$ cat src/hdl/lpmc_defines.svh
// Register offsets, field positions, reset values and mode codes of the mode controller
`ifndef LPMC_DEFINES_SVH
`define LPMC_DEFINES_SVH

`define LPMC_OFF_STBY 12'h000
`define LPMC_OFF_OSC 12'h004
`define LPMC_OFF_SYS 12'h008
`define LPMC_OFF_IDLE 12'h00C
`define LPMC_OFF_WAKE 12'h010
`define LPMC_OFF_STAT 12'h014

`define LPMC_MODE_IDLE 3'h3
`define LPMC_MODE_SLEEP 3'h5
`define LPMC_MODE_STOP 3'h1

`define LPMC_STBY_MODE_LSB 0
`define LPMC_STBY_STOP_PIN_DRIVE_SELECT_BIT 16
`define LPMC_STBY_MODE_RST 3'h3
`define LPMC_STBY_STOP_PIN_DRIVE_SELECT_RST 1'h0

`define LPMC_OSC_WUSTART_BIT 0
`define LPMC_OSC_WUBUSY_BIT 1
`define LPMC_OSC_PLLON_BIT 2
`define LPMC_OSC_HSEN_BIT 8
`define LPMC_OSC_LSEN_BIT 9
`define LPMC_OSC_WUTIME_LSB 12
`define LPMC_OSC_WUSEL_BIT 16
`define LPMC_OSC_PLLON_RST 1'h0
`define LPMC_OSC_HSEN_RST 1'h1
`define LPMC_OSC_LSEN_RST 1'h0
`define LPMC_OSC_WUTIME_RST 3'h0
`define LPMC_OSC_WUSEL_RST 1'h0

`define LPMC_SYS_SLOW_BIT 0
`define LPMC_SYS_SLOW_RST 1'h0

`define LPMC_IDLE_EN_RST 7'h00

`define LPMC_WU_BASE_SHIFT 8

`endif

$ cat src/hdl/lpmc_pkg.sv
// Types shared by the mode controller files
package lpmc_pkg;

    // Codes run 000, idle 001, stop 010, sleep 011, warm 110
    typedef enum logic [2:0] {
        LPMC_RUN = 3'h0,
        LPMC_IDLE = 3'h1,
        LPMC_STOP = 3'h2,
        LPMC_SLEEP = 3'h3,
        LPMC_WARM = 3'h6
    } lpmc_state_t;

    // Peripheral clock indices
    typedef enum int {
        LPMC_P_ADC = 0,
        LPMC_P_SIO = 1,
        LPMC_P_SBI = 2,
        LPMC_P_GENERAL_TIMER = 3,
        LPMC_P_WDT = 4,
        LPMC_P_CEC = 5,
        LPMC_P_RMC = 6
    } lpmc_periph_t;

endpackage : lpmc_pkg

$ cat src/hdl/lpmc_sync.sv
// Two-flop synchroniser for asynchronous levels
module lpmc_sync #(
    parameter int W = 1
) (
    input wire logic clk, // System clock
    input wire logic rst_n, // Async reset, active low
    input wire logic [W-1:0] d, // Asynchronous level
    output logic [W-1:0] q // Synchronised level
);
    logic [W-1:0] meta_r;

    initial
    begin
        if (W < 1) $error("lpmc_sync: W must be at least 1");
    end

    always_ff @(posedge clk or negedge rst_n)
    begin
        if (!rst_n)
        begin
            meta_r <= '0;
            q <= '0;
        end
        else
        begin
            meta_r <= d;
            q <= meta_r;
        end
    end
endmodule : lpmc_sync

$ cat src/hdl/lpmc_warmup.sv
// Warm-up counter stepped by rising edges of the selected oscillator
`include "lpmc_defines.svh"
module lpmc_warmup #(
    parameter int CW = 16,
    parameter int BASE = `LPMC_WU_BASE_SHIFT
) (
    input wire logic clk, // System clock
    input wire logic rst_n, // Async reset, active low
    input wire logic start, // Start pulse
    input wire logic tick, // Synchronised oscillator level
    input wire logic [2:0] time_sel, // Warm-up length select
    output logic busy, // Count running
    output logic done // One-cycle pulse at completion
);
    logic [CW-1:0] cnt_r;
    logic tick_d_r;
    logic busy_r;
    wire tick_rise = tick & ~tick_d_r;
    wire [CW-1:0] target = CW'(1) << (BASE + int'(time_sel));
    wire last = busy_r & tick_rise & (cnt_r == target - CW'(1));

    initial
    begin
        if (BASE + 7 >= CW) $error("lpmc_warmup: CW too small for BASE");
    end

    assign busy = busy_r;

    always_ff @(posedge clk or negedge rst_n)
    begin
        if (!rst_n)
        begin
            cnt_r <= '0;
            tick_d_r <= 1'b0;
            busy_r <= 1'b0;
            done <= 1'b0;
        end
        else
        begin
            tick_d_r <= tick;
            done <= last;
            if (start)
            begin
                cnt_r <= '0;
                busy_r <= 1'b1;
            end
            else if (last)
                busy_r <= 1'b0;
            else if (busy_r && tick_rise)
                cnt_r <= cnt_r + CW'(1);
        end
    end
endmodule : lpmc_warmup

$ cat src/hdl/lpmc_ctrl.sv
// Low power mode controller: APB registers, mode state machine, clock and pin gating
`include "lpmc_defines.svh"

// Operation
// - Mode field chosen by software; entry only on wait-for-interrupt request.
// - IDLE stops only the processor; peripherals without idle enable halt.
// - SLEEP keeps only low-speed osc, RTC, consumer link, remote preprocessor.
// - Release from SLEEP or STOP resumes the prior NORMAL or SLOW mode.
// - STOP halts all clocks and both oscillators.
// - STOP pins off with drive select 0, else follow own enables.
// - IDLE encodes as 011; only documented codes may be written; mode_r stores any code, and other codes stay in RUN on wfi.
// - SLOW gives no clock to converter, serial, bus, timers, watchdog.
// - SLOW leaves high-speed osc running; software clears its enable.
// - Interrupt, NMI or reset releases a mode, sources per mode.
// - Watchdog NMI releases only IDLE; NMI pin releases all modes.
// - Reset release returns NORMAL with every register at reset value.
// - STOP exit, or SLEEP exit to NORMAL, runs warm-up before clock.
// - SLOW-SLEEP-SLOW keeps low-speed osc and skips warm-up.
// - Warm-up counts selected oscillator for the three-bit time field.
module lpmc_ctrl
    import lpmc_pkg::*;
#(
    parameter int NIRQ = 8,
    parameter int NPORT = 16,
    parameter int WU_CW = 16
) (
    input wire logic pclk, // APB clock
    input wire logic presetn, // Async reset, active low
    input wire logic psel, // APB select
    input wire logic penable, // APB enable
    input wire logic pwrite, // APB direction
    input wire logic [11:0] paddr, // APB byte address
    input wire logic [31:0] pwdata, // APB write data
    output logic [31:0] prdata, // APB read data
    output logic pready, // APB ready
    output logic pslverr, // APB error on unmapped address
    input wire logic wfi_req, // Wait-for-interrupt pulse from core
    input wire logic [NIRQ-1:0] irq_req, // Interrupt request levels
    input wire logic wdt_nmi_req, // Watchdog NMI level
    input wire logic nmi_pin, // External NMI pin
    input wire logic hs_osc_clk, // High-speed oscillator level
    input wire logic ls_osc_clk, // Low-speed oscillator level
    input wire logic [NPORT-1:0] port_input_enable, // Pin input enables
    input wire logic [NPORT-1:0] port_output_control, // Pin output enables
    output logic [NPORT-1:0] port_ie_eff, // Gated input enables
    output logic [NPORT-1:0] port_oe_eff, // Gated output enables
    output logic cpu_clk_en, // Processor clock gate
    output logic sys_clk_en, // System clock output gate
    output logic [6:0] periph_clk_en, // Peripheral clock gates
    output logic rtc_clk_en, // Real time clock gate
    output logic hs_osc_en, // High-speed oscillator run
    output logic ls_osc_en, // Low-speed oscillator run
    output logic pll_en, // PLL run
    output logic slow_active, // Low-speed system clock
    output logic wake_resume // Release handling may start
);
    logic [2:0] mode_r;
    logic stop_pin_drive_select_r;
    logic pll_on_r;
    logic hs_en_r;
    logic ls_en_r;
    logic [2:0] wu_time_r;
    logic wu_sel_r;
    logic slow_r;
    logic [6:0] idle_en_r;
    logic [NIRQ-1:0] wake_en_r;
    lpmc_state_t state_r;
    lpmc_state_t state_nxt;
    logic wake_r;
    logic wake_nxt;
    logic [1:0] osc_s;
    logic nmi_s;
    logic wu_busy;
    logic wu_done;

    initial
    begin
        if (NIRQ < 1 || NIRQ > 32) $error("lpmc_ctrl: NIRQ out of range");
        if (NPORT < 1) $error("lpmc_ctrl: NPORT must be positive");
    end

    // Clock gate per peripheral in each state
    function automatic logic periph_on(lpmc_state_t st, int idx, logic slow, logic idle_en);
        logic always_slow;
        always_slow = (idx == LPMC_P_CEC) || (idx == LPMC_P_RMC);
        unique case (st)
            LPMC_RUN: periph_on = always_slow || !slow;
            LPMC_IDLE: periph_on = idle_en && (always_slow || !slow);
            LPMC_SLEEP: periph_on = always_slow;
            default: periph_on = 1'b0;
        endcase
    endfunction : periph_on

    lpmc_sync #(.W(3)) u_sync (
        .clk(pclk),
        .rst_n(presetn),
        .d({nmi_pin, ls_osc_clk, hs_osc_clk}),
        .q({nmi_s, osc_s})
    );

    // APB decode
    wire setup = psel & ~penable;
    wire wr = psel & penable & pwrite;
    wire hit_stby = paddr == `LPMC_OFF_STBY;
    wire hit_osc = paddr == `LPMC_OFF_OSC;
    wire hit_sys = paddr == `LPMC_OFF_SYS;
    wire hit_idle = paddr == `LPMC_OFF_IDLE;
    wire hit_wake = paddr == `LPMC_OFF_WAKE;
    wire hit_stat = paddr == `LPMC_OFF_STAT;
    wire mapped = hit_stby | hit_osc | hit_sys | hit_idle | hit_wake | hit_stat;
    assign pready = 1'b1;
    assign pslverr = psel & penable & ~mapped;

    wire [31:0] rd_stby = (32'(mode_r) << `LPMC_STBY_MODE_LSB) | (32'(stop_pin_drive_select_r) << `LPMC_STBY_STOP_PIN_DRIVE_SELECT_BIT);
    wire [31:0] rd_osc = (32'(wu_busy) << `LPMC_OSC_WUBUSY_BIT)
        | (32'(pll_on_r) << `LPMC_OSC_PLLON_BIT) | (32'(hs_en_r) << `LPMC_OSC_HSEN_BIT)
        | (32'(ls_en_r) << `LPMC_OSC_LSEN_BIT) | (32'(wu_time_r) << `LPMC_OSC_WUTIME_LSB)
        | (32'(wu_sel_r) << `LPMC_OSC_WUSEL_BIT);
    wire [31:0] rd_mux = hit_stby ? rd_stby
        : hit_osc ? rd_osc
        : hit_sys ? (32'(slow_r) << `LPMC_SYS_SLOW_BIT)
        : hit_idle ? 32'(idle_en_r)
        : hit_wake ? 32'(wake_en_r)
        : hit_stat ? 32'(state_r)
        : 32'h0000_0000;

    always_ff @(posedge pclk or negedge presetn)
    begin
        if (!presetn)
            prdata <= 32'h0000_0000;
        else if (setup && !pwrite)
            prdata <= rd_mux;
    end

    // Register writes; reset returns every field to its reset value
    always_ff @(posedge pclk or negedge presetn)
    begin
        if (!presetn)
        begin
            mode_r <= `LPMC_STBY_MODE_RST;
            stop_pin_drive_select_r <= `LPMC_STBY_STOP_PIN_DRIVE_SELECT_RST;
            pll_on_r <= `LPMC_OSC_PLLON_RST;
            hs_en_r <= `LPMC_OSC_HSEN_RST;
            ls_en_r <= `LPMC_OSC_LSEN_RST;
            wu_time_r <= `LPMC_OSC_WUTIME_RST;
            wu_sel_r <= `LPMC_OSC_WUSEL_RST;
            slow_r <= `LPMC_SYS_SLOW_RST;
            idle_en_r <= `LPMC_IDLE_EN_RST;
            wake_en_r <= '0;
        end
        else if (wr)
        begin
            if (hit_stby)
            begin
                mode_r <= pwdata[`LPMC_STBY_MODE_LSB +: 3];
                stop_pin_drive_select_r <= pwdata[`LPMC_STBY_STOP_PIN_DRIVE_SELECT_BIT];
            end
            if (hit_osc)
            begin
                pll_on_r <= pwdata[`LPMC_OSC_PLLON_BIT];
                hs_en_r <= pwdata[`LPMC_OSC_HSEN_BIT];
                ls_en_r <= pwdata[`LPMC_OSC_LSEN_BIT];
                wu_time_r <= pwdata[`LPMC_OSC_WUTIME_LSB +: 3];
                wu_sel_r <= pwdata[`LPMC_OSC_WUSEL_BIT];
            end
            if (hit_sys)
                slow_r <= pwdata[`LPMC_SYS_SLOW_BIT];
            if (hit_idle)
                idle_en_r <= pwdata[6:0];
            if (hit_wake)
                wake_en_r <= pwdata[NIRQ-1:0];
        end
    end

    // Release sources per mode
    wire irq_any = |irq_req;
    wire irq_deep = |(irq_req & wake_en_r);
    wire rel_idle = irq_any | wdt_nmi_req | nmi_s;
    wire rel_deep = irq_deep | nmi_s;
    wire sw_wu_start = wr & hit_osc & pwdata[`LPMC_OSC_WUSTART_BIT];
    wire warm_enter = (state_nxt == LPMC_WARM) && (state_r != LPMC_WARM);
    wire wu_tick = wu_sel_r ? osc_s[1] : osc_s[0];

    always_comb
    begin
        state_nxt = state_r;
        wake_nxt = 1'b0;
        unique case (state_r)
            LPMC_RUN:
            begin
                if (wfi_req)
                begin
                    unique case (mode_r)
                        `LPMC_MODE_IDLE: state_nxt = LPMC_IDLE;
                        `LPMC_MODE_SLEEP: state_nxt = LPMC_SLEEP;
                        `LPMC_MODE_STOP: state_nxt = LPMC_STOP;
                        default: state_nxt = LPMC_RUN;
                    endcase
                end
            end
            LPMC_IDLE:
            begin
                if (rel_idle)
                begin
                    state_nxt = LPMC_RUN;
                    wake_nxt = 1'b1;
                end
            end
            LPMC_SLEEP:
            begin
                if (rel_deep && slow_r)
                begin
                    state_nxt = LPMC_RUN;
                    wake_nxt = 1'b1;
                end
                else if (rel_deep)
                    state_nxt = LPMC_WARM;
            end
            LPMC_STOP:
            begin
                if (rel_deep)
                    state_nxt = LPMC_WARM;
            end
            LPMC_WARM:
            begin
                if (wu_done)
                begin
                    state_nxt = LPMC_RUN;
                    wake_nxt = 1'b1;
                end
            end
            default: state_nxt = LPMC_RUN;
        endcase
    end

    always_ff @(posedge pclk or negedge presetn)
    begin
        if (!presetn)
        begin
            state_r <= LPMC_RUN;
            wake_r <= 1'b0;
        end
        else
        begin
            state_r <= state_nxt;
            wake_r <= wake_nxt;
        end
    end

    lpmc_warmup #(.CW(WU_CW), .BASE(`LPMC_WU_BASE_SHIFT)) u_warmup (
        .clk(pclk),
        .rst_n(presetn),
        .start(warm_enter | sw_wu_start),
        .tick(wu_tick),
        .time_sel(wu_time_r),
        .busy(wu_busy),
        .done(wu_done)
    );

    // Clock, oscillator and pin gating; slow_r is untouched so prior mode resumes
    wire deep = (state_r == LPMC_SLEEP) || (state_r == LPMC_STOP);
    wire stopped = state_r == LPMC_STOP;
    assign cpu_clk_en = state_r == LPMC_RUN;
    assign sys_clk_en = (state_r == LPMC_RUN) || (state_r == LPMC_IDLE);
    assign rtc_clk_en = !stopped;
    assign hs_osc_en = hs_en_r && !deep;
    assign ls_osc_en = ls_en_r && !stopped;
    assign pll_en = pll_on_r && !slow_r && !deep;
    assign slow_active = slow_r;
    assign wake_resume = wake_r;
    assign port_ie_eff = (stopped && !stop_pin_drive_select_r) ? '0 : port_input_enable;
    assign port_oe_eff = (stopped && !stop_pin_drive_select_r) ? '0 : port_output_control;

    genvar gi;
    generate
        for (gi = 0; gi < 7; gi++)
        begin : g_pclk
            assign periph_clk_en[gi] = periph_on(state_r, gi, slow_r, idle_en_r[gi]);
        end
    endgenerate
endmodule : lpmc_ctrl

$ cat config.mk
export PLATFORM = sky130hd
export DESIGN_NAME = lpmc_ctrl
export DESIGN_NICKNAME = d
export VERILOG_FILES = /design/src/hdl/lpmc_pkg.sv /design/src/hdl/lpmc_sync.sv /design/src/hdl/lpmc_warmup.sv /design/src/hdl/lpmc_ctrl.sv
export VERILOG_INCLUDE_DIRS = /design/src /design/src/hdl
export SDC_FILE = /design/constraint.sdc
export NUM_CORES = 1
export LEC_CHECK = 0
export ABC_AREA = 1
export ABC_CLOCK_PERIOD_IN_PS = 5510
export BUFFER_PORTS_ARGS = -buffer_cell sky130_fd_sc_hd__buf_2
export CAP_MARGIN = 20
export CORE_MARGIN = 2
export CORE_UTILIZATION = 53
export DETAILED_ROUTE_END_ITERATION = 10
export GPL_ROUTABILITY_DRIVEN = 0
export GPL_TIMING_DRIVEN = 0
export PLACE_DENSITY_LB_ADDON = 0.08
export REMOVE_ABC_BUFFERS = 1
export SLEW_MARGIN = 20
export SYNTH_ARGS = -nofsm -noshare
export SYNTH_HDL_FRONTEND = slang
export SYNTH_HIERARCHICAL = 1
export SYNTH_SLANG_ARGS = --single-unit
$ cat constraint.sdc
create_clock -name pclk -period 5.51 [get_ports pclk]
set_input_delay 1.653 -clock pclk [delete_from_list [all_inputs] [get_ports pclk]]
set_output_delay 1.653 -clock pclk [all_outputs]
set_load 0.01 [all_outputs]
==> impl_summary.md <==
Finish
The area growth from synthesis to layout is 19.0%. In the final design database the tool counted 860 nets. The layout cell share with drive strength beyond 1 is 24.3%.

Logic synthesis
Among all flip-flop cells after synthesis, the most frequent one is sky130_fd_sc_hd__dfrtp_1. The average cell area after synthesis is 7.04 µm². Counting flops with a built-in enable in the synthesized netlist gives 0. Summing every instance area after synthesis gives 0.00447 mm². The synthesized flop and latch total is 70. In this run the biggest area consumer among cell types represents 37.5% of the synthesized area.

The top cell type by total area after synthesis is sky130_fd_sc_hd__dfrtp_1. Sequential cells were found to cover 39.3% of the synthesized design area. In the post-synthesis netlist, the biggest area contributors are sky130_fd_sc_hd__dfrtp_1 (38%), sky130_fd_sc_hd__nand2_1 (13%), sky130_fd_sc_hd__inv_1 (8.5%), sky130_fd_sc_hd__nor2_1 (7.2%), sky130_fd_sc_hd__nand3_1 (5.5%). The number of different library cells used by synthesis comes to 41. The fraction of synthesis flops using an asynchronous set or reset pin is 100%.

The cell count after synthesis is 635. Yosys instantiated no cell more often than sky130_fd_sc_hd__nand2_1. Counting instances in the post-synthesis netlist gives the leading cell types as sky130_fd_sc_hd__nand2_1 (157), sky130_fd_sc_hd__inv_1 (101), sky130_fd_sc_hd__nor2_1 (86), sky130_fd_sc_hd__dfrtp_1 (67), sky130_fd_sc_hd__nand3_1 (49). The count of yosys warnings during synthesis is 6.

Power and ir drop
Across the VDD grid, the largest voltage drop is 207 µV. The combinational share of power is 13.2%. The power share of the clock group is 37.5%. The power per unit of standard cell area is 210 mW/mm². Net switching is 26.2% of the power. The relative contribution of sequential cells to total power is 49.3%. In this run the static leakage power is 3.07 nW.

The internal portion of the total power is 0.000824 W. The design draws 0.00112 W. The net load switching power is 0.000293 W.

CTS
CTS built an H-tree with a depth of 3. The number of setup buffers added after CTS is 0. After clock tree synthesis, the repair step resized 0 gates. TritonCTS built the clock tree. The cell sitting at the root of the clock tree is a sky130_fd_sc_hd__clkbuf_8. The CTS sink count is 70. After clock tree synthesis, the clock-pin slew on the worst setup and hold paths is 0.07 ns.

The maximum buffer depth of the clock tree is 2. In this run, CTS created clock tree buffers numbering 9. The source-to-sink clock delay at the later pin of the worst-skew pair is 0.34 ns. The cts-stage hold buffer count is 0.

Worst setup path
The data arrival time of the critical path is 2.97 ns. The standard cell with the maximum stage delay on the critical path is sky130_fd_sc_hd__inv_1. The required time of the critical path is 3.86 ns.

Traced cell by cell, the critical path runs through buf_2 > nor2_1 > nand2_2 > inv_1 > nand2_1 > nand4_1 > nor3_1 > buf_2. In this run the worst path has a maximum fanout of 12. The worst setup path is launched from a primary input. The largest single stage delay on the critical path is 0.32 ns. The cell type with the highest occurrence count on the critical path is sky130_fd_sc_hd__buf_2. The endpoint type of the worst setup path is a primary output. The critical path in this run is classified as primary input to primary output.

Timing
Headroom to the max-slew limit came out at 36.3%. Setup violations remaining at the end of the flow were counted as 0. The number of hold-slack violations in the final timing report came to 0. The worst-margin pin slew is 0.955 ns. The max-slew violation count came to 0. The worst-case clock skew is 0.0129 ns. In the finished design, the share of the clock period the worst path needs comes to 83.9%. The worst path needs 4.62 ns of the cycle, external delays included. Setup total negative slack on the finished layout was measured at 0 ns.

The highest achievable clock rate is 216 MHz. Setup repair after global routing left no endpoint under its margin.

Route
Wires add up to 11.1 mm. The average wire per standard cell is 12.7 µm. In the routed design, unresolved DRC markers number 0. The number of DRC violations after detailed-routing iteration 0 is 229.

The pre-antenna-repair detailed-routing pass consisted of 5 iterations. Detailed routing inserted a total of 4376 vias. The detail route stage leaves a number of antenna-violating nets equal to 0. After detailed routing, the number of vias per cell comes to 5.00.

Global routing
The number of global-route vias before repair is 3912. The first global-routing pass estimated 17.8 mm of wire. The total overflow reported by the global router is 0. The initial antenna violation count came to 1. Entering global routing, the biggest net connects 43 pins. The total routing resource utilization after global routing is 24.8%.

Worst hold path
The tightest min-delay check is of the register to register type.

Die
Once the floorplan was initialized, standard cells occupied 54.4% of the core. The area of the die is 0.00919 mm². The top-level port count is 175.

The horizontal extent of the die is 95.8 µm. The area of the core is 0.00822 mm². The die span in y is 95.8 µm. After floorplanning, the core was divided into 33 placement rows.

Placement
The wire-length estimate of the detail-placed layout is 8.54 mm. The total of buffers placed on input and output ports is 137.

Job
The max capacitance violation total is 0.

Run status
The flow ran to the end, and the final reports show no timing, DRC or antenna violations.
[cell families (layout without fill, tap and decap cells)]
logic type / count (synthesis) / after routing / share of synthesized area [%]
and+or+nand+nor: 347 / 347 / 35.2
other: 2 / 20 / 0.168
muxes: 1 / 1 / 0.336
adders and majority gates: 2 / 2 / 0.560
AOI/OAI and AO/OA: 53 / 53 / 6.47
xor gates and xnor gates: 16 / 16 / 3.13
DFF: 70 / 70 / 39.3
buffers and inverters: 144 / 261 / 14.9
[worst max-delay path: cells and delay by family]
family | cells | cell delay (ns)
AND/OR/NAND/NOR | 5 | 0.75
buffers and inverters | 3 | 0.55
[sequential cells by signal (all words and copies together) (netlist names), 3 cells and up]
name and flops:
state_r 3, u_sync/meta_r 3, wake_en_r 8, u_sync/q 3
u_warmup/cnt_r 16, idle_en_r 7, prdata 14, wu_time_r 3
mode_r 3
[power by group through the flow]
stage          Clock (W)  Combinational, W  Sequential [W]
2_1_floorplan          0         0.0000796        0.000557
3_3_place_gp           0          0.000142        0.000560
3_5_place_dp           0          0.000148        0.000560
4_1_cts         0.000425          0.000148        0.000550
5_1_grt         0.000449          0.000171        0.000554
6_report        0.000419          0.000147        0.000550
[final cells by class]
class,count,area [µm²]
diodes,1,2.50
inverters,107,403
clock inverters,4,45.0
clock buffers,12,155
multi-input cells,438,2120
flip-flops and latches,70,1760
repair buffers,138,708
fillers,769,2900
well taps,105,131
[metal layers]
layer	GRT usage, %	up-vias	share of wire, %
li1	-	2192	-
met1	32.7	2009	43
met5	0	-	0
met3	3.29	13	7.2
met4	7.50	0	1.3
met2	42.7	162	49
[worst paths after layout]
check	start	to	slack, ns	cells after the start
worst max register to register	state_r[0]	u_warmup/cnt_r[9]	3.04	10
worst min register to register	u_sync/meta_r[1]	u_sync/q[1]	0.35	0
worst max-delay path	paddr[9]	pslverr	0.89	8
worst min-delay path	u_sync/meta_r[1]	u_sync/q[1]	0.35	0
max in group asynchronous	presetn	mode_r[1]	3.67	2
min in group asynchronous	presetn	wake_en_r[0]	1.23	1
[layout by cell type, fill, tap and decap left out, types with 2 or more instances in the layout]
master	Yosys	routed
sky130_fd_sc_hd__clkinv_1	2	2
sky130_fd_sc_hd__o31ai_1	3	3
sky130_fd_sc_hd__nor2_1	86	86
sky130_fd_sc_hd__dfstp_2	3	3
sky130_fd_sc_hd__xnor2_1	5	5
sky130_fd_sc_hd__nand2_1	157	157
sky130_fd_sc_hd__o21ai_1	5	5
sky130_fd_sc_hd__nor2_4	3	4
sky130_fd_sc_hd__inv_2	3	3
sky130_fd_sc_hd__o21ai_0	30	30
sky130_fd_sc_hd__inv_1	101	101
sky130_fd_sc_hd__nand4_1	23	23
sky130_fd_sc_hd__xor2_1	11	11
sky130_fd_sc_hd__buf_2	8	136
sky130_fd_sc_hd__nand3_1	49	49
sky130_fd_sc_hd__a21oi_1	10	10
sky130_fd_sc_hd__clkbuf_8	0	11
sky130_fd_sc_hd__dfrtp_1	67	67
sky130_fd_sc_hd__clkinv_2	1	4
sky130_fd_sc_hd__conb_1	2	19
sky130_fd_sc_hd__nand3_2	4	4
sky130_fd_sc_hd__o221ai_1	2	2
sky130_fd_sc_hd__nand2_2	5	5
sky130_fd_sc_hd__ha_1	2	2
sky130_fd_sc_hd__nor2_2	7	6
sky130_fd_sc_hd__nor3_1	4	4
sky130_fd_sc_hd__nand2_4	3	3
[stage by stage]
step | area [µm²] | cells | hold slack [ns] | worst slack [ns] | utilization (%)
2_1_floorplan | 4270 | 615 | 0.331 | 1.37 | -
3_3_place_gp | 5090 | 857 | 0.335 | 0.962 | 61.9
3_5_place_dp | 5110 | 858 | 0.335 | 0.948 | 62.2
4_1_cts | 5310 | 874 | 0.351 | 0.919 | 64.7
5_1_grt | 5320 | 875 | 0.356 | 0.807 | 64.7
6_report | 5320 | 875 | 0.348 | 0.888 | 64.7
No activity file was read; power rests on OpenSTA's default activity.
